File: src/common/ptpc_params.svh
// Register indices, field positions and reset values
`ifndef PTPC_PARAMS_SVH
`define PTPC_PARAMS_SVH

// Register indices; byte address is four times the index
`define PTPC_IDX_DATA 10'h240
`define PTPC_IDX_VIEW 10'h241
`define PTPC_IDX_DIR 10'h242
`define PTPC_IDX_PULL 10'h243
`define PTPC_IDX_POL 10'h244
`define PTPC_IDX_ROUTE0 10'h246
`define PTPC_IDX_ROUTE1 10'h247

// Field positions
`define PTPC_HS1_LSB 6
`define PTPC_HS0_LSB 4
`define PTPC_LS1_LSB 2
`define PTPC_LS0_LSB 0
`define PTPC_R1_PWM5_BIT 5
`define PTPC_R1_PWM4_BIT 4

// Reset values
`define PTPC_RST_PIN 4'h0
`define PTPC_RST_ROUTE 8'h00

`endif

File: src/common/ptpc_pkg.sv
// Types shared by the port pin control block
package ptpc_pkg;
   // Routing field value
   typedef logic [1:0] ptpc_sel_t;
   // Bus answer phase
   typedef enum logic {PTPC_BUS_IDLE, PTPC_BUS_DONE} ptpc_bus_t;
endpackage

File: src/ptpc_top.sv
// Port pin direction, pull control and driver routing with Avalon-MM registers
`timescale 1ns/1ps
`default_nettype none
`include "ptpc_params.svh"

module ptpc_top
   import ptpc_pkg::*;
#(
   parameter int NUM_PINS = 4,
   parameter int ADDR_W = 12
) (
   // Clock and reset
   input wire logic clk_sys,
   input wire logic resetn,
   // Avalon-MM slave
   input wire logic [ADDR_W-1:0] avs_address,
   input wire logic avs_read,
   input wire logic avs_write,
   input wire logic [31:0] avs_writedata,
   input wire logic [3:0] avs_byteenable,
   output logic [31:0] avs_readdata,
   output logic avs_waitrequest,
   // Mode
   input wire logic special_mode,
   // Pins
   input wire logic [NUM_PINS-1:0] pin_in,
   output logic [NUM_PINS-1:0] pin_out,
   output logic [NUM_PINS-1:0] pin_oe,
   output logic [NUM_PINS-1:0] pull_up_en,
   output logic [NUM_PINS-1:0] pull_down_en,
   // Serial peripheral interface, index 1 is pin 3
   input wire logic spi_en,
   input wire logic [1:0] spi_oe,
   input wire logic [1:0] spi_data,
   // Async serial channel, index 1 is pin 1
   input wire logic sci_en,
   input wire logic [1:0] sci_oe,
   input wire logic [1:0] sci_data,
   // LIN physical layer: index 1 is pin 2, index 0 the drive-data pin 1
   input wire logic lin_en,
   input wire logic lin_drive_data_bit,
   input wire logic [1:0] lin_data,
   // Timer compare channels 3..0, channel n associated with pin n
   input wire logic [3:0] tim_oc_en,
   input wire logic [3:0] tim_oc_out,
   // Pulse-width channels 7..0
   input wire logic [7:0] pwm_en,
   input wire logic [7:0] pwm_out,
   // Driver modules' own port bits
   input wire logic [1:0] high_side_port_bits,
   input wire logic [1:0] low_side_port_bits,
   // Driver pin levels and second routing selections
   output logic [1:0] high_side_drive,
   output logic [1:0] low_side_drive,
   output logic pwm5_trig1_on_port_s,
   output logic pwm4_trig0_on_port_s
);

   // Logic is written for exactly four pins and a 12-bit byte address
   if (NUM_PINS != 4 || ADDR_W != 12) begin : g_bad_param
      $error("ptpc_top supports NUM_PINS=4 and ADDR_W=12 only");
   end

   // Address match against a register index
   function automatic logic reg_hit(input logic [11:0] addr, input logic [9:0] idx);
      reg_hit = (addr == {idx, 2'b00});
   endfunction

   // Routing field decode: A on 11, B on 10, timer on 01, port bit on 00
   function automatic logic route_mux(input ptpc_sel_t sel, input logic a_en, input logic a,
                                      input logic b_en, input logic b, input logic t_en,
                                      input logic t, input logic port_bit);
      unique case (sel)
         2'h3: route_mux = a_en ? a : port_bit;
         2'h2: route_mux = b_en ? b : port_bit;
         2'h1: route_mux = t_en ? t : port_bit;
         2'h0: route_mux = port_bit;
      endcase
   endfunction

   ptpc_bus_t phase_q;
   logic [3:0] sync1_q, sync2_q, sync3_q, view_q;
   logic [3:0] data_q, dir_q, pull_q, pol_q;
   logic [7:0] route0_q, route1_q;
   logic route0_done_q, route1_done_q;
   logic [3:0] oe_d, out_d;
   logic [7:0] rd_d;
   logic wr_fire, rd_take;

   // Bus strobes: read data latched on the first edge, write on the answer edge
   assign avs_waitrequest = (avs_read | avs_write) & (phase_q == PTPC_BUS_IDLE);
   assign wr_fire = avs_write & (phase_q == PTPC_BUS_DONE) & avs_byteenable[0];
   assign rd_take = avs_read & (phase_q == PTPC_BUS_IDLE);

   // One wait cycle per access keeps read data from a flop
   always_ff @(posedge clk_sys or negedge resetn) begin
      if (!resetn) begin
         phase_q <= PTPC_BUS_IDLE;
      end else if (phase_q == PTPC_BUS_IDLE && (avs_read || avs_write)) begin
         phase_q <= PTPC_BUS_DONE;
      end else begin
         phase_q <= PTPC_BUS_IDLE;
      end
   end

   // Three-flop pin synchronizer; view moves only when stages two and three agree
   always_ff @(posedge clk_sys or negedge resetn) begin
      if (!resetn) begin
         sync1_q <= `PTPC_RST_PIN;
         sync2_q <= `PTPC_RST_PIN;
         sync3_q <= `PTPC_RST_PIN;
         view_q <= `PTPC_RST_PIN;
      end else begin
         sync1_q <= pin_in;
         sync2_q <= sync1_q;
         sync3_q <= sync2_q;
         for (int i = 0; i < 4; i++) begin
            if (sync2_q[i] == sync3_q[i]) begin
               view_q[i] <= sync3_q[i];
            end
         end
      end
   end

   // Pin configuration registers; overrides never touch them
   always_ff @(posedge clk_sys or negedge resetn) begin
      if (!resetn) begin
         data_q <= `PTPC_RST_PIN;
         dir_q <= `PTPC_RST_PIN;
         pull_q <= `PTPC_RST_PIN;
         pol_q <= `PTPC_RST_PIN;
      end else if (wr_fire) begin
         if (reg_hit(avs_address, `PTPC_IDX_DATA)) data_q <= avs_writedata[3:0];
         if (reg_hit(avs_address, `PTPC_IDX_DIR)) dir_q <= avs_writedata[3:0];
         if (reg_hit(avs_address, `PTPC_IDX_PULL)) pull_q <= avs_writedata[3:0];
         if (reg_hit(avs_address, `PTPC_IDX_POL)) pol_q <= avs_writedata[3:0];
      end
   end

   // Routing registers: first write in normal mode locks them, special mode never locks
   always_ff @(posedge clk_sys or negedge resetn) begin
      if (!resetn) begin
         route0_q <= `PTPC_RST_ROUTE;
         route1_q <= `PTPC_RST_ROUTE;
         route0_done_q <= 1'b0;
         route1_done_q <= 1'b0;
      end else if (wr_fire) begin
         if (reg_hit(avs_address, `PTPC_IDX_ROUTE0) && (special_mode || !route0_done_q)) begin
            route0_q <= avs_writedata[7:0];
            route0_done_q <= route0_done_q | ~special_mode;
         end
         if (reg_hit(avs_address, `PTPC_IDX_ROUTE1) && (special_mode || !route1_done_q)) begin
            route1_q <= {2'b00, avs_writedata[5:4], 4'h0};
            route1_done_q <= route1_done_q | ~special_mode;
         end
      end
   end

   // Read decode; the view register ignores writes altogether
   always_comb begin
      rd_d = 8'h00;
      for (int i = 0; i < 4; i++) begin
         if (reg_hit(avs_address, `PTPC_IDX_DATA)) begin
            rd_d[i] = dir_q[i] ? data_q[i] : view_q[i];
         end
      end
      if (reg_hit(avs_address, `PTPC_IDX_VIEW)) rd_d = {4'h0, view_q};
      if (reg_hit(avs_address, `PTPC_IDX_DIR)) rd_d = {4'h0, dir_q};
      if (reg_hit(avs_address, `PTPC_IDX_PULL)) rd_d = {4'h0, pull_q};
      if (reg_hit(avs_address, `PTPC_IDX_POL)) rd_d = {4'h0, pol_q};
      if (reg_hit(avs_address, `PTPC_IDX_ROUTE0)) rd_d = route0_q;
      if (reg_hit(avs_address, `PTPC_IDX_ROUTE1)) rd_d = route1_q;
   end

   // Read data holds until the next read; unmapped addresses read zero
   always_ff @(posedge clk_sys or negedge resetn) begin
      if (!resetn) begin
         avs_readdata <= 32'h00000000;
      end else if (rd_take) begin
         avs_readdata <= {24'h000000, rd_d};
      end
   end

   // Direction and level per pin, highest priority first
   always_comb begin
      // Pin 3: serial interface, then LIN (input), timer, plain I/O
      if (spi_en) begin
         oe_d[3] = spi_oe[1];
         out_d[3] = spi_data[1];
      end else if (lin_en) begin
         oe_d[3] = 1'b0;
         out_d[3] = 1'b0;
      end else if (tim_oc_en[3]) begin
         oe_d[3] = 1'b1;
         out_d[3] = tim_oc_out[3];
      end else begin
         oe_d[3] = dir_q[3];
         out_d[3] = data_q[3];
      end
      // Pin 2: serial interface, then LIN (output), timer, plain I/O
      if (spi_en) begin
         oe_d[2] = spi_oe[0];
         out_d[2] = spi_data[0];
      end else if (lin_en) begin
         oe_d[2] = 1'b1;
         out_d[2] = lin_data[1];
      end else if (tim_oc_en[2]) begin
         oe_d[2] = 1'b1;
         out_d[2] = tim_oc_out[2];
      end else begin
         oe_d[2] = dir_q[2];
         out_d[2] = data_q[2];
      end
      // Pin 1: async channel, then LIN drive data, timer, plain I/O
      if (sci_en) begin
         oe_d[1] = sci_oe[1];
         out_d[1] = sci_data[1];
      end else if (lin_drive_data_bit) begin
         oe_d[1] = 1'b1;
         out_d[1] = lin_data[0];
      end else if (tim_oc_en[1]) begin
         oe_d[1] = 1'b1;
         out_d[1] = tim_oc_out[1];
      end else begin
         oe_d[1] = dir_q[1];
         out_d[1] = data_q[1];
      end
      // Pin 0: async channel, timer, plain I/O
      if (sci_en) begin
         oe_d[0] = sci_oe[0];
         out_d[0] = sci_data[0];
      end else if (tim_oc_en[0]) begin
         oe_d[0] = 1'b1;
         out_d[0] = tim_oc_out[0];
      end else begin
         oe_d[0] = dir_q[0];
         out_d[0] = data_q[0];
      end
   end

   // Registered pin controls; pulls drop as soon as a pin drives
   always_ff @(posedge clk_sys or negedge resetn) begin
      if (!resetn) begin
         pin_oe <= 4'h0;
         pin_out <= 4'h0;
         pull_up_en <= 4'h0;
         pull_down_en <= 4'h0;
      end else begin
         pin_oe <= oe_d;
         pin_out <= out_d;
         pull_up_en <= pull_q & ~oe_d & ~pol_q;
         pull_down_en <= pull_q & ~oe_d & pol_q;
      end
   end

   // Driver pin sources; an unenabled routed channel falls back to the port bit
   always_ff @(posedge clk_sys or negedge resetn) begin
      if (!resetn) begin
         high_side_drive <= 2'h0;
         low_side_drive <= 2'h0;
         pwm5_trig1_on_port_s <= 1'b0;
         pwm4_trig0_on_port_s <= 1'b0;
      end else begin
         high_side_drive[1] <= route_mux(route0_q[`PTPC_HS1_LSB +: 2], pwm_en[1], pwm_out[1],
            pwm_en[4], pwm_out[4], tim_oc_en[3], tim_oc_out[3],
            high_side_port_bits[1]);
         high_side_drive[0] <= route_mux(route0_q[`PTPC_HS0_LSB +: 2], pwm_en[3], pwm_out[3],
            pwm_en[3], pwm_out[3], tim_oc_en[2], tim_oc_out[2],
            high_side_port_bits[0]);
         low_side_drive[1] <= route_mux(route0_q[`PTPC_LS1_LSB +: 2], pwm_en[7], pwm_out[7],
            pwm_en[7], pwm_out[7], tim_oc_en[1], tim_oc_out[1],
            low_side_port_bits[1]);
         low_side_drive[0] <= route_mux(route0_q[`PTPC_LS0_LSB +: 2], pwm_en[5], pwm_out[5],
            pwm_en[6], pwm_out[6], tim_oc_en[0], tim_oc_out[0],
            low_side_port_bits[0]);
         pwm5_trig1_on_port_s <= route1_q[`PTPC_R1_PWM5_BIT];
         pwm4_trig0_on_port_s <= route1_q[`PTPC_R1_PWM4_BIT];
      end
   end
endmodule
`default_nettype wire

File: config.mk
export PLATFORM = sky130hd
export DESIGN_NAME = ptpc_top
export DESIGN_NICKNAME = d
export VERILOG_FILES = /design/src/common/ptpc_pkg.sv /design/src/ptpc_top.sv
export VERILOG_INCLUDE_DIRS = /design/src /design/src/common
export SDC_FILE = /design/constraint.sdc
export NUM_CORES = 1
export LEC_CHECK = 0
export BUFFER_PORTS_ARGS = -buffer_cell sky130_fd_sc_hd__buf_4
export CAP_MARGIN = 20
export CORE_MARGIN = 1
export CORE_UTILIZATION = 50
export DETAILED_ROUTE_END_ITERATION = 6
export PLACE_DENSITY = 0.94
export REMOVE_ABC_BUFFERS = 1
export SYNTH_ARGS = -nofsm -noshare
export SYNTH_HDL_FRONTEND = slang
export SYNTH_SLANG_ARGS = --single-unit
File: constraint.sdc
create_clock -name clk_sys -period 3.6 [get_ports clk_sys]
set_clock_uncertainty 0.15 [all_clocks]
set_input_delay 0 -clock clk_sys [delete_from_list [all_inputs] [get_ports clk_sys]]
set_output_delay 0 -clock clk_sys [all_outputs]
set_load 0.03 [all_outputs]
==> metrics.cfg <==
[logic_synthesis]
synth-edff-count = 0
synthTopCellsByArea = dfrtp_1 56%, mux2_2 8.8%, buf_4 5.4%
ys_ff_latch = 75
synth.distinct_cells = 45
synth_area_per_cell_um2 = 11.7
yosysWarnings = 0
yosysMostFrequentCell = dfrtp_1
seq_area_frac_synth_pct = 56.1
syn_inst = 286
async_flop_share_pct = 100
synth_top_area_share_pct = 56.1
synthFlopType = dfrtp_1
synthTopCellsByCount = 75 x dfrtp_1, 26 x mux2_2, 24 x buf_4
yosys.area.top_type = dfrtp_1
syn_area_um2 = 3340

[floorplan]
initial_utilization_pct = 52.4
ioPinCount = 154
core_um2 = 6390
die_y_um = 83.8
num_rows = 29
die_x_um = 83.8
dieArea_um2 = 7020

[clock_network]
htreeDepth = 3
clock_latency_ns = 0.34
cts_hold_buf = 56
post_cts_buffers = 0
clk_pin_slew_ns = 0.08
cts_buffers = 9
clkSinkCount = 75
cts_resized = 0
cts_root_buf = clkbuf_8
cts_tree = done
cts_max_path_buffers = 2

[sta]
finalCritPeriodShare_pct = 69.1
relSlewSlack_pct = 26.7
setup_viol = 0
fin_crit_ns = 2.49
drv_slew = 0
setup_tns_ns = 0
hold_viol_final = 0
rsz0062_at_grt = false
worst_pin_slew_ns = 1.09
fmax_mhz = 402

[route]
vias_per_cell = 5.40
postRouteAntennaNets = 0
drc = 0
dr.first_iter.drc_count = 220
drt-wirelength-per-cell_um = 16.9
drt-pass1-iter-count = 4
vias = 2852
wl_um = 8940

[placement]
gp_congestion = 0.882
io_buffers = 98
dp.cells = 456
hpwlAfterDp_um = 5480

[flow_run]
maxCapViolations = 0

[power_and_ir_drop]
internal_power_uw = 1420
power_uw = 1870
leakagePower_uw = 0.00237
powerDensity_nw_per_um2 = 386
ir_drop_uv = 302
combinationalPowerShare_pct = 14.4
p_seq_share_pct = 46.7
p_sw_uw = 455
p_sw_share_pct = 24.3
clockPowerShare_pct = 38.8

[grt]
grt_max_degree = 76
grt_pass1_wl_um = 14600
grt_usage_pct = 27.0
grt_antenna_before_repair = 0
gr-total-overflow = 0
grt_pass1_vias = 3071

[setup_path]
cp-end-kind = flop
cp_max_fo = 11
crit-reg2reg-launch = phase_q$_DFF_PN0_
regToRegSetupSlack_ns = 1.14
startpoint = avs_address[2]
required_ns = 3.68
worst_setup_path_start_kind = primary input
crit_arrival_ns = 2.57
crit_type = in2reg

[min_path]
hold_class = in2reg
min_from = avs_address[6]

[finish]
fin_nets = 545
multiInputGateArea_um2 = 1320
stdcell_count = 528
nFillCells = 418
reg.largest.list = avs_readdata: 8 flops, route0_q: 8 flops
seq_area_um2 = 1880
syn_to_final_growth_pct = 45.2
drive_gt1_share_pct = 33.0
diodes = 0

[status]
run_status = complete, no violations

worst paths after layout:
path / endpoint / depth (start not counted)
max in group asynchronous: sync1_q[0]$_DFF_PN0_ / 2
min in group asynchronous: sync1_q[3]$_DFF_PN0_ / 2
hold / removal: route1_done_q$_DFFE_PN0P_ / 4
hold reg to reg: sync2_q[1]$_DFF_PN0_ / 0
setup reg to reg: route0_q[3]$_DFFE_PN0P_ / 4
setup / recovery: route0_q[3]$_DFFE_PN0P_ / 6
cells in the final DEF, fill, tap and decap left out, types with 4 or more instances in the layout:
cell / netlist / final
or2_2: 4 / 4
clkbuf_8: 0 / 11
o21ai_0: 13 / 13
nand2_1: 20 / 20
dlygate4sd3_1: 0 / 56
nand2b_1: 7 / 7
nor2b_1: 4 / 4
nor2_1: 15 / 15
dfrtp_1: 75 / 75
inv_1: 10 / 10
and3_1: 4 / 4
mux2i_1: 8 / 8
a21oi_1: 7 / 7
mux2_2: 26 / 26
buf_4: 24 / 98
o22ai_1: 7 / 7
a21o_1: 4 / 4
maj3_1: 4 / 4
conb_1: 1 / 24
nor3_1: 5 / 5
critical path, stage by stage:
cell and delay [ns]:
dlygate4sd3_1 0.54, buf_4 0.18, nor3_1 0.18, or3b_2 0.55
nor3_2 0.69, mux2_2 0.42
cells by family after synthesis:
family,after synthesis,share of synthesized area [%]
AO/OA/AOI/OAI,57,11.7
adder cells (fa/ha/maj),4,1.20
flip-flops,75,56.1
AND/OR/NAND/NOR,77,12.8
buffers and inverters,38,6.96
other,1,0.112
multiplexers,34,11.2
metal layers:
metal | vias to the layer above | wire, um | global-route usage, %
met4 | 0 | 238 | 8.94
met3 | 31 | 646 | 7.72
li1 | 1305 | - | -
met1 | 1384 | 3410 | 31.9
met5 | - | 0 | 0
met2 | 132 | 4640 | 47.3
final cells by class:
cell class | instances | area share, %
Sequential cell | 75 | 38.7
Multi-Input combinational cell | 196 | 27.2
Timing Repair Buffer | 154 | 26.7
Clock buffer | 12 | 3.20
Tap cell | 77 | 1.98
Clock inverter | 4 | 1.49
Inverter | 10 | 0.773
stage by stage:
step	hold slack [ns]	area [um2]	setup WS, ns	util [%]
after floorplan	-0.446	3230	1.61	-
after global placement	-0.0406	4070	1.17	63.7
after detailed placement	-0.0387	4070	1.11	63.7
after CTS	0.0222	4850	1.14	76.0
after global routing	0.0541	4850	1.03	76.0
final	0.0278	4850	1.11	76.0
power groups by stage:
stage               logic, uW  clock network, uW  registers, uW
finish                    270                727            875
global route              289                778            877
CTS                       263                735            874
detailed placement        217                  0            891
global placement          210                  0            890
floorplan                83.2                  0            907
Power figures use the tool's default switching activity.
